## config.mk

```make
export PLATFORM = sky130hd
export DESIGN_NAME = scc_clock_ctrl_flat
export DESIGN_NICKNAME = d
export VERILOG_FILES = /design/src/shared/scc_pkg.sv /design/src/shared/scc_link_if.sv /design/src/hdl/scc_clock_ctrl.sv /design/src/flat_wrapper.sv
export SDC_FILE = /design/constraint.sdc
export NUM_CORES = 1
export LEC_CHECK = 0
export BUFFER_PORTS_ARGS = -buffer_cell sky130_fd_sc_hd__buf_2
export CORE_UTILIZATION = 58
export CTS_CLUSTER_SIZE = 25
export DETAILED_ROUTE_END_ITERATION = 6
export PLACE_DENSITY = 0.83
export SYNTH_ARGS = -nofsm -noshare
export SYNTH_HDL_FRONTEND = slang
export SYNTH_SLANG_ARGS = --single-unit
```

## constraint.sdc

```tcl
create_clock -name ref_clk -period 3.2 [get_ports ref_clk]
set_clock_uncertainty 0.2 [all_clocks]
set_input_delay 0.48 -clock ref_clk [delete_from_list [all_inputs] [get_ports ref_clk]]
set_output_delay 0.48 -clock ref_clk [all_outputs]
set_load 0.005 [all_outputs]
```

## src/shared/scc_pkg.sv

```systemverilog
// shared constants for the system clock control link
package scc_pkg;
  localparam int CLK_PERIOD_NS = 10;
  localparam int PLL_SETTLE_NS = 1000;
  localparam int PLL_SETTLE_CYC =
    (PLL_SETTLE_NS + CLK_PERIOD_NS - 1) / CLK_PERIOD_NS;
  localparam int SYS_RST_NS = 200;
  localparam int SYS_RST_CYC =
    (SYS_RST_NS + CLK_PERIOD_NS - 1) / CLK_PERIOD_NS;
  localparam int SCLK_HALF_CYC = 6;
  localparam int GAP_CYC = 12;
  // first byte of each host command
  localparam logic [7:0] CMD_ACTIVE = 8'h00;
  localparam logic [7:0] CMD_STANDBY = 8'h41;
  localparam logic [7:0] CMD_SLEEP = 8'h42;
  localparam logic [7:0] CMD_PWRDOWN_A = 8'h43;
  localparam logic [7:0] CMD_PWRDOWN_B = 8'h50;
  localparam logic [7:0] CMD_SEL_EXT = 8'h44;
  localparam logic [7:0] CMD_SEL_INT = 8'h48;
  localparam logic [7:0] CMD_FREQ_A = 8'h61;
  localparam logic [7:0] CMD_FREQ_B = 8'h62;
  localparam logic [7:0] CMD_RST_PULSE = 8'h68;
  localparam logic [1:0] HDR_CMD = 2'h1;
  localparam logic [1:0] HDR_WRITE = 2'h2;
  // device memory-mapped registers
  localparam logic [21:0] ADDR_FREQ = 22'h00_1000;
  localparam logic [21:0] ADDR_TRIM = 22'h00_1004;
  localparam logic [31:0] FREQ_RESET = 32'h0393_8700;
  localparam logic [7:0] TRIM_RESET = 8'h00;
  localparam logic [2:0] MULT_DEFAULT = 3'h5;
  // host apb registers
  localparam logic [11:0] REG_CTRL = 12'h000;
  localparam logic [11:0] REG_DATA = 12'h004;
  localparam logic [11:0] REG_STATUS = 12'h008;
  localparam int CTRL_LEN_LSB = 24;
  localparam int STATUS_BUSY_BIT = 0;
  typedef enum {PWR_SLEEP, PWR_STANDBY, PWR_ACTIVE, PWR_DOWN} scc_power_t;
endpackage

```

## src/shared/scc_link_if.sv

```systemverilog
// serial command link between host and clock control
`timescale 1ns/1ps
interface scc_link_if;
  logic sclk;
  logic cs_n;
  logic mosi;
  modport host (output sclk, output cs_n, output mosi);
  modport dev (input sclk, input cs_n, input mosi);
endinterface

```

## src/hdl/scc_clock_ctrl.sv

```systemverilog
// device end: system clock source, pll and power state control
// How it works
// - three references: internal, crystal, external clock
// - reset: sleep, clock stopped, internal reference
// - pll feeds every internal engine clock
// - clock enabled only after wake-up command
// - host selects external source before wake-up
// - default multiplier gives 60MHz from 12MHz
// - frequency select offers 72/60/48/36/24MHz
// - host sends frequency select only while asleep
// - software updates frequency register after wake
// - trim register lowers internal oscillator frequency
// - software never trims oscillator above 12MHz
// - source switch resets system unless already selected
// - frequency byte: code 0/2..6, checked top bits
// - sleep stops clock, pll and oscillator
// - wake-up is three zero bytes, sent twice
`timescale 1ns/1ps
module scc_clock_ctrl
  import scc_pkg::*;
#(
  parameter int SETTLE_CYC = PLL_SETTLE_CYC
) (
  input wire logic ref_clk, // system clock
  input wire logic rst_n, // async reset, active low
  scc_link_if.dev link, // serial command link
  output logic sys_clk_en, // gated clock to all engines running
  output logic pll_on, // pll powered
  output logic osc_on, // reference oscillator powered
  output logic ref_ext, // 1: external crystal/clock, 0: internal
  output logic [2:0] pll_mult, // pll multiple of the reference
  output logic sys_rst, // system reset pulse after source switch
  output logic [31:0] freq_reg, // system frequency register
  output logic [7:0] trim_reg // oscillator trim, higher is slower
);
  logic [2:0] sclk_s, cs_s, mosi_s;
  logic sclk_f, cs_f, sclk_p, cs_p;
  logic [2:0] bit_cnt, next_bit_cnt, byte_cnt, next_byte_cnt;
  logic [7:0] shift, next_shift, b0, b1, b2, next_b0, next_b1, next_b2;
  logic [31:0] next_freq;
  logic [7:0] next_trim, rx_byte;
  logic [21:0] wr_addr;
  logic sclk_rise, frame_end, byte_done;
  scc_power_t state, next_state;
  logic [15:0] settle, next_settle;
  logic [7:0] rst_cnt, next_rst_cnt;
  logic next_ext;
  logic [2:0] next_mult;
  logic pll_stopped, freq_ok;

  // link pins cross domains; a sclk or cs_n level counts once stages 2 and 3 agree, mosi is taken from stage 3
  always_ff @(posedge ref_clk or negedge rst_n) begin
    if (!rst_n) begin
      sclk_s <= 3'h0;
      cs_s <= 3'h7;
      mosi_s <= 3'h0;
      sclk_f <= 1'b0;
      cs_f <= 1'b1;
      sclk_p <= 1'b0;
      cs_p <= 1'b1;
    end else begin
      sclk_s <= {sclk_s[1:0], link.sclk};
      cs_s <= {cs_s[1:0], link.cs_n};
      mosi_s <= {mosi_s[1:0], link.mosi};
      if (sclk_s[1] == sclk_s[2]) begin
        sclk_f <= sclk_s[2];
      end
      if (cs_s[1] == cs_s[2]) begin
        cs_f <= cs_s[2];
      end
      sclk_p <= sclk_f;
      cs_p <= cs_f;
    end
  end

  assign sclk_rise = sclk_f && !sclk_p && !cs_f;
  assign byte_done = sclk_rise && (bit_cnt == 3'h7);
  assign rx_byte = {shift[6:0], mosi_s[2]};
  assign frame_end = cs_f && !cs_p && (byte_cnt >= 3'h3);
  assign wr_addr = {b0[5:0], b1, b2};

  // byte framing and register writes
  always_comb begin
    next_bit_cnt = bit_cnt;
    next_byte_cnt = byte_cnt;
    next_shift = shift;
    next_b0 = b0;
    next_b1 = b1;
    next_b2 = b2;
    next_freq = freq_reg;
    next_trim = trim_reg;
    if (cs_f) begin
      next_bit_cnt = 3'h0;
      next_byte_cnt = 3'h0;
    end else if (sclk_rise) begin
      next_shift = rx_byte;
      next_bit_cnt = bit_cnt + 3'h1;
    end
    if (byte_done) begin
      if (byte_cnt != 3'h7) begin
        next_byte_cnt = byte_cnt + 3'h1;
      end
      case (byte_cnt)
        3'h0: next_b0 = rx_byte;
        3'h1: next_b1 = rx_byte;
        3'h2: next_b2 = rx_byte;
        default: begin
          // register writes only land in their own byte lanes
          if (b0[7:6] == HDR_WRITE && wr_addr == ADDR_FREQ) begin
            case (byte_cnt)
              3'h3: next_freq[7:0] = rx_byte;
              3'h4: next_freq[15:8] = rx_byte;
              3'h5: next_freq[23:16] = rx_byte;
              3'h6: next_freq[31:24] = rx_byte;
              default: next_freq = freq_reg;
            endcase
          end
          if (b0[7:6] == HDR_WRITE && wr_addr == ADDR_TRIM &&
              byte_cnt == 3'h3) begin
            next_trim = rx_byte;
          end
        end
      endcase
    end
  end

  always_ff @(posedge ref_clk or negedge rst_n) begin
    if (!rst_n) begin
      bit_cnt <= 3'h0;
      byte_cnt <= 3'h0;
      shift <= 8'h00;
      b0 <= 8'h00;
      b1 <= 8'h00;
      b2 <= 8'h00;
      freq_reg <= FREQ_RESET;
      trim_reg <= TRIM_RESET;
    end else begin
      bit_cnt <= next_bit_cnt;
      byte_cnt <= next_byte_cnt;
      shift <= next_shift;
      b0 <= next_b0;
      b1 <= next_b1;
      b2 <= next_b2;
      freq_reg <= next_freq;
      trim_reg <= next_trim;
    end
  end

  assign pll_stopped = (state == PWR_SLEEP) || (state == PWR_DOWN);
  // selector 1 is reserved; top bits must match the range of the code
  always_comb begin
    case (b1[5:0])
      6'h00, 6'h02, 6'h03: freq_ok = (b1[7:6] == 2'h0);
      6'h04, 6'h05, 6'h06: freq_ok = (b1[7:6] == 2'h1);
      default: freq_ok = 1'b0;
    endcase
  end

  // power, source and frequency commands act at the end of a frame
  always_comb begin
    next_state = state;
    next_settle = settle;
    next_rst_cnt = rst_cnt;
    next_ext = ref_ext;
    next_mult = pll_mult;
    if (settle != 16'h0000) begin
      next_settle = settle - 16'h0001;
    end
    if (rst_cnt != 8'h00) begin
      next_rst_cnt = rst_cnt - 8'h01;
    end
    if (frame_end && b2 == 8'h00) begin
      case (b0)
        CMD_ACTIVE: begin
          // three zero bytes; a repeated wake-up is harmless
          if (b1 == 8'h00 && pll_stopped) begin
            next_state = PWR_ACTIVE;
            next_settle = SETTLE_CYC[15:0];
          end else if (b1 == 8'h00 && state == PWR_STANDBY) begin
            next_state = PWR_ACTIVE;
          end
        end
        CMD_STANDBY: begin
          if (state == PWR_ACTIVE) begin
            next_state = PWR_STANDBY;
          end
        end
        CMD_SLEEP: begin
          next_state = PWR_SLEEP;
          next_settle = 16'h0000;
        end
        CMD_PWRDOWN_A, CMD_PWRDOWN_B: begin
          next_state = PWR_DOWN;
          next_settle = 16'h0000;
          next_mult = MULT_DEFAULT;
        end
        CMD_SEL_EXT: begin
          if (!ref_ext) begin
            next_ext = 1'b1;
            next_rst_cnt = SYS_RST_CYC[7:0];
          end
        end
        CMD_SEL_INT: begin
          if (ref_ext) begin
            next_ext = 1'b0;
            next_rst_cnt = SYS_RST_CYC[7:0];
          end
        end
        CMD_FREQ_A, CMD_FREQ_B: begin
          // a running pll keeps its multiple
          if (pll_stopped && freq_ok) begin
            next_mult = (b1[5:0] == 6'h00) ? MULT_DEFAULT : b1[2:0];
          end
        end
        CMD_RST_PULSE: next_rst_cnt = SYS_RST_CYC[7:0];
        default: next_state = state;
      endcase
    end
  end

  always_ff @(posedge ref_clk or negedge rst_n) begin
    if (!rst_n) begin
      state <= PWR_SLEEP;
      settle <= 16'h0000;
      rst_cnt <= 8'h00;
      ref_ext <= 1'b0;
      pll_mult <= MULT_DEFAULT;
      sys_clk_en <= 1'b0;
      pll_on <= 1'b0;
      osc_on <= 1'b0;
      sys_rst <= 1'b0;
    end else begin
      state <= next_state;
      settle <= next_settle;
      rst_cnt <= next_rst_cnt;
      ref_ext <= next_ext;
      pll_mult <= next_mult;
      // one gate for every engine clock, opened only once locked
      sys_clk_en <= (next_state == PWR_ACTIVE) &&
                    (next_settle == 16'h0000);
      pll_on <= (next_state == PWR_ACTIVE) ||
                (next_state == PWR_STANDBY);
      osc_on <= (next_state == PWR_ACTIVE) ||
                (next_state == PWR_STANDBY);
      sys_rst <= (next_rst_cnt != 8'h00);
    end
  end
endmodule

```

## src/flat_wrapper.sv

```systemverilog
// flat-port wrapper written by rule: the top's interface ports become plain ports
module scc_clock_ctrl_flat import scc_pkg::*;
#(
  parameter int SETTLE_CYC = PLL_SETTLE_CYC
)
  (ref_clk, rst_n, sys_clk_en, pll_on, osc_on, ref_ext, pll_mult, sys_rst, freq_reg, trim_reg, link_sclk, link_cs_n, link_mosi);
  scc_link_if link_i ();
  input wire logic ref_clk;
  input wire logic rst_n;
  output logic sys_clk_en;
  output logic pll_on;
  output logic osc_on;
  output logic ref_ext;
  output logic [2:0] pll_mult;
  output logic sys_rst;
  output logic [31:0] freq_reg;
  output logic [7:0] trim_reg;
  input wire logic [$bits(link_i.sclk)-1:0] link_sclk;
  input wire logic [$bits(link_i.cs_n)-1:0] link_cs_n;
  input wire logic [$bits(link_i.mosi)-1:0] link_mosi;
  assign link_i.sclk = link_sclk;
  assign link_i.cs_n = link_cs_n;
  assign link_i.mosi = link_mosi;
  scc_clock_ctrl #(.SETTLE_CYC(SETTLE_CYC)) u_core (.ref_clk(ref_clk), .rst_n(rst_n), .link(link_i), .sys_clk_en(sys_clk_en), .pll_on(pll_on), .osc_on(osc_on), .ref_ext(ref_ext), .pll_mult(pll_mult), .sys_rst(sys_rst), .freq_reg(freq_reg), .trim_reg(trim_reg));
endmodule
```

==> results.py, run 1 <==
metrics = {
    "die": {
        "initial_cell_density_of_the_core_pct": 59.6,
        "die_width_um": 110,
        "placementRows": 39,
        "io-pin-count": 53,
        "floorplan.die_area_um2": 12200,
        "die_y_um": 110,
        "core-area_um2": 11400,
    },
    "power": {
        "power_mw": 4.26,
        "leakage_nw": 4.03,
        "vdd_ir_drop_max_v": 0.000536,
        "cellPowerDensity_nw_per_um2": 541,
    },
    "detailed_routing": {
        "dr.first_iter.drc_count": 311,
        "route.antenna.remaining_nets": 0,
        "post_drt_via_cell_ratio": 5.97,
        "firstDrtPassIters": 6,
        "drc": 0,
        "wl_per_cell_um": 17.4,
        "overall_via_count_from_detail_route": 4689,
        "wirelength_um": 13700,
    },
    "timing": {
        "hold_slack_ns": 0.145,
        "rsz0062_at_grt": "false",
        "timing.final.setup_violations": 0,
        "setup_total_negative_slack_ns": 0,
        "relSlewSlack_pct": 53.7,
        "max_freq_mhz": 350,
        "timing.final.max_slew_violations": 0,
        "finalHoldViolCount": 0,
        "min_period_over_period_pct": 89.3,
        "worst_pin_slew_ns": 0.694,
        "fin_crit_ns": 2.86,
    },
    "logic_synthesis": {
        "yosys.area.top_type": "dfrtp_1",
        "synth-edff-count": 0,
        "synth.area.mux_share_pct": 12.3,
        "synthDistinctLibCells": 73,
        "ys_ff_latch": 153,
        "synth_sequential_area_ratio_pct": 56.6,
        "post_synth_inst_count": 565,
        "yosys_most_used_dff": "dfrtp_1",
        "yosys-top-cells-area": "dfrtp_1, mux2_2, dfstp_2, and2_1, nor2_1",
        "synth_xor_area_share_pct": 2.57,
        "synth_fa_ha_area_share_pct": 2.50,
        "yosysTopAreaCellShare_pct": 50.0,
        "postSynth.asyncResetShare_pct": 100,
        "synth_top_family_by_area": "simple AND/OR/NAND/NOR gates",
        "yosys_warnings": 0,
        "synth-compound-area-share_pct": 7.26,
        "net_count_after_synthesis": 582,
        "area_fraction_in_and_or_nand_and_nor_cells_after_synthesis_pct": 16.4,
        "mean_area_per_synthesized_cell_um2": 12.0,
        "post_synthesis_instance_area_um2": 6810,
    },
    "placed_design": {
        "place.gp.congestion": 0.953,
        "dpl.hpwl_um": 9040,
        "port-buffer-count": 52,
    },
    "critical_path": {
        "crit_required_ns": 3.30,
        "critPathKind": "reg2reg",
        "critPathLaunchType": "flop",
        "critPathArrivalTime_ns": 2.96,
        "critPathCaptureType": "flop",
        "path_max_fanout": 7,
    },
    "final_layout": {
        "fill_cells": 813,
        "nNetsFinal": 646,
        "synthToLayoutAreaGrowth_pct": 15.6,
        "proportion_of_layout_cells_with_a_drive_suffix_above_1_pct": 31.8,
        "utilization_pct": 68.9,
        "antenna-diode-count": 0,
    },
    "global_routing": {
        "global_route_wire_length_before_repair_um": 22400,
        "global_route.usage.total_pct": 24.8,
        "grt_start_max_net_pins": 73,
        "grt_antenna_before_repair": 0,
        "leftover_overflow_at_the_end_of_global_routing": 0,
        "first_global_vias": 4629,
    },
    "worst_hold_path": {
        "hp-class": "reg2reg",
    },
    "clock_tree": {
        "clk_pin_slew_ns": 0.06,
        "clock_sink_count": 153,
        "cts_inserted_buffers": 17,
        "cts_htree_levels": 4,
        "clk-insertion-delay-late_ns": 0.42,
        "maximum_clock_insertion_buffer_count": 2,
        "cts_setup_buffers": 0,
        "clock_root_buffer_master": "clkbuf_16",
        "cts_tree": "done",
    },
    "status": {
        "status": "completed",
    },
    "flow_run": {
        "maxCapViolations": 0,
    },
}
worst max-delay path: stages (launching register included):
cell	delay, ns
dfrtp_1	0.38
nor4_1	0.39
nand4_1	0.37
or3_1	0.49
a2111oi_0	0.46
buf_4	0.19
o211ai_1	0.07
and3_1	0.20
kinds of logic (layout without fill, tap and decap cells):
group / count (synthesis) / after routing
compound gates: 69 / 69
xor+xnor: 20 / 20
fa+ha+maj: 14 / 14
buf+inv: 35 / 112
flops: 153 / 153
mux: 75 / 75
simple gates: 199 / 199
where the power goes:
group,leakage (nW),internal (mW),switching [mW],total [mW]
Sequential,2.05,1.99,0.163,2.15
Combinational,1.69,0.0572,0.0617,0.119
Clock,0.292,1.22,0.768,1.98
Total,4.03,3.27,0.992,4.26
synthesized netlist by cell type, types with 7 or more instances:
library cell / number
dfrtp_1: 136
mux2_2: 70
nor2_1: 41
and2_1: 33
nand2_1: 25
nor4_1: 22
a21oi_1: 17
dfstp_2: 17
inv_1: 14
ha_1: 12
nor3_1: 11
xnor2_1: 11
nand3_1: 10
nand4_1: 9
xor2_1: 9
o21ai_0: 8
o31ai_1: 8
clkbuf_1: 7
path summary, 6_finish.rpt:
path	start	end	slack [ns]	cells after the start
max	u_core.state[23]$_DFF_PN0_	u_core.pll_on$_DFF_PN0_	0.34	7
min	u_core.sclk_s[0]$_DFF_PN0_	u_core.sclk_s[1]$_DFF_PN0_	0.15	0
max reg2reg	u_core.state[23]$_DFF_PN0_	u_core.pll_on$_DFF_PN0_	0.34	7
min reg2reg	u_core.sclk_s[0]$_DFF_PN0_	u_core.sclk_s[1]$_DFF_PN0_	0.15	0
max in group asynchronous	rst_n	u_core.cs_s[2]$_DFF_PN1_	1.56	3
min in group asynchronous	rst_n	u_core.settle[6]$_DFF_PN0_	0.44	2
layout make-up:
class                           instances  area (um2)  area share, %
Multi-Input combinational cell        377        2810           35.6
Timing Repair Buffer                   66         394           5.01
Clock buffer                           23         478           6.07
Sequential cell                       153        3850           48.9
Clock inverter                          9         114           1.45
Tap cell                              143         179           2.27
Inverter                               14        52.6          0.668
stage by stage:
stage	instances	worst slack (ns)	area, um2
2_1_floorplan	565	0.564	6810
4_1_cts	785	0.344	7870
6_report	785	0.341	7870
3_5_place_dp	749	0.369	7230
5_1_grt	785	0.114	7870
3_3_place_gp	749	0.457	7230
per-layer routing:
metal | wire (um) | vias up | part of all wire [%] | track usage, %
met4 | 300 | 0 | 2.2 | 8.93
li1 | - | 2168 | - | -
met3 | 744 | 30 | 5.4 | 7.05
met2 | 6800 | 149 | 50 | 41.1
met5 | 0 | - | 0 | 0
met1 | 5830 | 2342 | 43 | 31.2
cell usage in the layout, fill, tap and decap left out, types with 9 or more instances in the layout:
cell / n
dfrtp_1: 136
mux2_2: 70
buf_2: 51
nor2_1: 41
and2_1: 33
nand2_1: 25
nor4_1: 21
a21oi_1: 17
clkbuf_16: 17
dfstp_2: 17
inv_1: 14
ha_1: 12
nor3_1: 11
xnor2_1: 11
nand3_1: 10
nand4_1: 9
xor2_1: 9
buf_4: 9
timing repair:
action | CTS | global route
endpoints found under the hold margin | 61 | 0
endpoints found under the setup margin | 0 | 1
resized for setup | 0 | 1
hold buffers | 4 | 0
No activity file was read; power rests on OpenSTA's default activity.
==> run 2, diff against run 1 <==
- PLACE_DENSITY: 0.83 -> 0.78
- TNS_END_PERCENT: unset -> 5
==> results.py, run 2 (synthesis results as in run 1) <==
metrics = {
    "power": {
        "vdd_ir_drop_max_v": 0.000587,
        "leakage_nw": 4.01,
        "cellPowerDensity_nw_per_um2": 522,
    },
    "timing": {
        "worst_pin_slew_ns": 0.600,
        "finalHoldViolCount": 0,
        "timing.final.max_slew_violations": 0,
        "rsz0062_at_grt": "false",
        "max_freq_mhz": 351,
        "min_period_over_period_pct": 89.1,
        "fin_crit_ns": 2.85,
        "relSlewSlack_pct": 59.7,
        "timing.final.setup_violations": 0,
        "setup_total_negative_slack_ns": 0,
    },
    "final_layout": {
        "utilization_pct": 68.6,
        "synthToLayoutAreaGrowth_pct": 15.0,
        "layout.cells.most_common_list": "dfrtp_1, mux2_2, buf_2",
        "antenna-diode-count": 0,
        "final_common_cell": "dfrtp_1",
        "proportion_of_layout_cells_with_a_drive_suffix_above_1_pct": 32.0,
        "nNetsFinal": 647,
    },
    "placed_design": {
        "dpl.hpwl_um": 9090,
        "place.gp.congestion": 0.926,
        "port-buffer-count": 52,
    },
    "worst_hold_path": {
        "min_delay_worst_endpoint": "u_core.mosi_s[1]$_DFF_PN0_",
        "hold_path_startpoint": "u_core.mosi_s[0]$_DFF_PN0_",
        "hp-class": "reg2reg",
        "holdPathStages": 0,
    },
    "critical_path": {
        "critPathCaptureType": "flop",
        "critPathLaunchType": "flop",
        "reg2reg_slack_ns": 0.35,
        "timing.reg2reg.worst_path_depth": 6,
        "regToRegEndpoint": "u_core.sys_clk_en$_DFF_PN0_",
        "path_max_fanout": 6,
        "crit_required_ns": 3.31,
        "critical_path.reg2reg.startpoint": "u_core.b2[5]$_DFFE_PN0P_",
        "critPathKind": "reg2reg",
        "critPathArrivalTime_ns": 2.96,
    },
    "detailed_routing": {
        "firstDrtPassIters": 5,
        "wl_per_cell_um": 17.1,
        "drc": 0,
        "overall_via_count_from_detail_route": 4625,
        "wirelength_um": 13400,
        "post_drt_via_cell_ratio": 5.88,
        "route.antenna.remaining_nets": 0,
        "dr.first_iter.drc_count": 300,
    },
    "clock_tree": {
        "maximum_clock_insertion_buffer_count": 2,
        "cts_setup_buffers": 0,
        "cts_tree": "done",
        "cts_hold_buf": 4,
        "clk-insertion-delay-late_ns": 0.42,
        "clk_pin_slew_ns": 0.06,
        "clock_sink_count": 153,
        "cts_inserted_buffers": 17,
        "clock_root_buffer_master": "clkbuf_16",
        "cts_htree_levels": 4,
        "ctsResizeCount": 0,
    },
    "die": {
        "die_y_um": 110,
        "placementRows": 39,
        "io-pin-count": 53,
        "core-area_um2": 11400,
        "die_width_um": 110,
        "initial_cell_density_of_the_core_pct": 59.6,
        "floorplan.die_area_um2": 12200,
    },
    "flow_run": {
        "maxCapViolations": 0,
    },
    "global_routing": {
        "global_route.usage.total_pct": 24.4,
        "leftover_overflow_at_the_end_of_global_routing": 0,
        "first_global_vias": 4577,
        "grt_start_max_net_pins": 66,
        "global_route_wire_length_before_repair_um": 22200,
        "grt_antenna_before_repair": 0,
    },
    "status": {
        "status": "completed",
    },
}
## run 2: cell types whose count changed in the layout (fill, tap and decap cells not counted), sizes merged
cell and delta:
clkinv +2, clkbuf -3, clkinvlp +2, bufinv -2, buf +1, inv +1
## run 2: how the worst max path moves through the flow
stage / endpoint / depth (start not counted) / start
floorplan: u_core.sys_clk_en$_DFF_PN0_ / 8 / u_core.settle[10]$_DFF_PN0_
global placement: u_core.sys_clk_en$_DFF_PN0_ / 6 / u_core.settle[11]$_DFF_PN0_
detailed placement: u_core.sys_clk_en$_DFF_PN0_ / 6 / u_core.b2[5]$_DFFE_PN0P_
CTS: u_core.sys_clk_en$_DFF_PN0_ / 6 / u_core.state[30]$_DFF_PN0_
global route: u_core.sys_clk_en$_DFF_PN0_ / 6 / u_core.state[30]$_DFF_PN0_
finish: u_core.sys_clk_en$_DFF_PN0_ / 6 / u_core.b2[5]$_DFFE_PN0P_
## run 2: layer usage
metal	track usage (%)	wire (um)
met1	30.8	5900
met2	39.5	6620
met3	8.00	689
met4	8.74	204
met5	0	0
## run 2: area by class of cell
cell class                      count  area [um2]
Clock buffer                       20         457
Clock inverter                     12        91.3
Sequential cell                   153        3850
Fill cell                         852        3590
Tap cell                          143         179
Inverter                           14        52.6
Timing Repair Buffer               67         402
Multi-Input combinational cell    377        2800
## run 2: worst max-delay path, cell delays in order (launching register included)
cell	delay, ns
dfrtp_1	0.38
nor4_1	0.53
nand4_1	0.38
or2_2	0.42
a2bb2oi_1	0.31
o2111ai_1	0.18
a2111oi_2	0.34
## run 2: power breakdown
group | total, mW | internal (mW) | switching (mW)
Sequential | 2.15 | 1.99 | 0.159
Combinational | 0.119 | 0.0584 | 0.0608
Clock | 1.82 | 1.04 | 0.780
## run 2: through the flow
step | std cells | total power, mW | area (um2) | setup slack [ns] | hold slack (ns)
final | 786 | 4.09 | 7830 | 0.349 | 0.148
after global placement | 750 | 2.29 | 7240 | 0.454 | 0.133
after floorplan | 565 | 2.18 | 6810 | 0.564 | -0.0156
after global routing | 786 | 4.25 | 7830 | 0.0492 | 0.164
after detailed placement | 750 | 2.31 | 7240 | 0.403 | 0.135
after CTS | 786 | 4.14 | 7830 | 0.380 | 0.149
==> run 3, diff against run 2 <==
- BUFFER_PORTS_ARGS: -buffer_cell sky130_fd_sc_hd__buf_2 -> -buffer_cell sky130_fd_sc_hd__clkbuf_2
==> results.py, run 3 (synthesis results as in run 1) <==
metrics = {
    "status": {
        "status": "completed",
    },
    "final_layout": {
        "synthToLayoutAreaGrowth_pct": 16.2,
        "utilization_pct": 69.3,
        "fin_area_um2": 7910,
        "fin_cells": 786,
        "ff_latch_area_um2": 3850,
        "multi_input_comb_area_um2": 2800,
        "layout.cells.most_common_list": "dfrtp_1, mux2_2, clkbuf_2",
        "nNetsFinal": 647,
        "final_common_cell": "dfrtp_1",
        "antenna-diode-count": 0,
        "fill_cells": 795,
        "proportion_of_layout_cells_with_a_drive_suffix_above_1_pct": 32.2,
    },
    "clock_tree": {
        "cts_tree": "done",
        "ctsResizeCount": 0,
        "clk-insertion-delay-late_ns": 0.43,
        "clock_sink_count": 153,
        "cts_setup_buffers": 0,
        "maximum_clock_insertion_buffer_count": 2,
        "cts_htree_levels": 4,
        "cts_inserted_buffers": 17,
        "clk_pin_slew_ns": 0.07,
        "clock_root_buffer_master": "clkbuf_16",
    },
    "placed_design": {
        "post_dp_cell_area_um2": 7240,
        "port-buffer-count": 52,
        "place.gp.congestion": 0.946,
        "dp_cells": 750,
        "dpl.hpwl_um": 9050,
    },
    "detailed_routing": {
        "post_drt_via_cell_ratio": 5.92,
        "detailroute.wirelength.met2_um": 7040,
        "met1_length_um": 5930,
        "firstDrtPassIters": 4,
        "wirelength_um": 14000,
        "route.antenna.remaining_nets": 0,
        "overall_via_count_from_detail_route": 4656,
        "drc": 0,
        "dr.first_iter.drc_count": 276,
        "wl_per_cell_um": 17.8,
        "route.met3.wl_um": 785,
        "highest_layer": "met4",
    },
    "timing": {
        "worst_pin_slew_ns": 0.724,
        "fin_crit_ns": 2.92,
        "rsz0062_at_grt": "false",
        "finalHoldViolCount": 0,
        "relSlewSlack_pct": 51.8,
        "timing.final.max_slew_violations": 0,
        "setup_total_negative_slack_ns": 0,
        "min_period_over_period_pct": 91.2,
        "max_freq_mhz": 343,
        "timing.final.setup_violations": 0,
    },
    "critical_path": {
        "critPathArrivalTime_ns": 3.03,
        "path_max_fanout": 6,
        "critPathCaptureType": "flop",
        "setup.worst_path.start": "u_core.b2[5]$_DFFE_PN0P_",
        "crit_required_ns": 3.31,
        "critPathLaunchType": "flop",
        "critPathKind": "reg2reg",
        "critical_path.reg2reg.startpoint": "u_core.b2[5]$_DFFE_PN0P_",
    },
    "global_routing": {
        "first_global_vias": 4599,
        "global_route_wire_length_before_repair_um": 22500,
        "leftover_overflow_at_the_end_of_global_routing": 0,
        "grt_start_max_net_pins": 77,
        "grt_antenna_before_repair": 0,
        "global_route.usage.total_pct": 24.8,
    },
    "power": {
        "vdd_ir_drop_max_v": 0.000466,
        "power_mw": 4.38,
        "leakage_nw": 4.01,
        "cellPowerDensity_nw_per_um2": 554,
    },
    "worst_hold_path": {
        "hold_path_startpoint": "u_core.mosi_s[0]$_DFF_PN0_",
        "hp-class": "reg2reg",
    },
    "die": {
        "die_y_um": 110,
        "die_width_um": 110,
        "placementRows": 39,
        "initial_cell_density_of_the_core_pct": 59.6,
        "io-pin-count": 53,
        "floorplan.die_area_um2": 12200,
        "core-area_um2": 11400,
    },
    "flow_run": {
        "maxCapViolations": 0,
    },
}
==> run 3: cell count changes in the layout (fill, tap and decap cells not counted) <==
cell,before,now
inv_6,3,1
clkbuf_2,0,51
buf_2,51,0
clkinv_4,4,5
clkinvlp_4,2,0
clkbuf_1,1,0
bufinv_16,0,3
inv_8,0,1
clkbuf_8,2,3
clkinv_2,3,2
==> run 3: through the flow <==
step / worst slack, ns / hold WS (ns)
6_report: 0.282 / 0.152
5_1_grt: 0.152 / 0.160
4_1_cts: 0.287 / 0.156
3_5_place_dp: 0.370 / 0.142
3_3_place_gp: 0.454 / 0.132
2_1_floorplan: 0.564 / -0.0156
==> run 3: critical path: stages (launching register included) <==
cell and delay (ns):
dfrtp_1 0.38, nor4_1 0.56, nand4_1 0.39, or2_2 0.42
a2bb2oi_1 0.31, o2111ai_1 0.19, a2111oi_2 0.35
==> run 3: path summary, 6_finish.rpt <==
kind                       depth (start not counted)  slack, ns                          end
hold reg to reg                                    0       0.15   u_core.mosi_s[1]$_DFF_PN0_
hold / removal                                     0       0.15   u_core.mosi_s[1]$_DFF_PN0_
max in group asynchronous                          3       1.55     u_core.cs_s[0]$_DFF_PN1_
setup reg to reg                                   6       0.28  u_core.sys_clk_en$_DFF_PN0_
min in group asynchronous                          2       0.45  u_core.rst_cnt[4]$_DFF_PN0_
setup / recovery                                   6       0.28  u_core.sys_clk_en$_DFF_PN0_
==> run 3: where the power goes <==
group	switching (mW)	internal (mW)
Clock	0.805	1.30
Sequential	0.167	1.99
Combinational	0.0633	0.0586
Total	1.03	3.35
==> run 3: metal layers <==
metal	track usage, %	vias up
met5	0	-
met4	7.99	0
met3	8.88	21
met2	41.4	136
met1	30.1	2330
li1	-	2169
==> run 3: repair_timing <==
item,in CTS,in global routing
setup endpoints to repair,0,0
hold buffers,4,0
hold endpoints to repair,65,0
==> run 3: cell type report <==
| cell class | instances | area share (%) |
|---|---|---|
| Inverter | 14 | 0.664 |
| Sequential cell | 153 | 48.7 |
| Tap cell | 143 | 2.26 |
| Timing Repair Buffer | 67 | 5.08 |
| Clock buffer | 20 | 5.90 |
| Clock inverter | 12 | 2.07 |
| Multi-Input combinational cell | 377 | 35.4 |
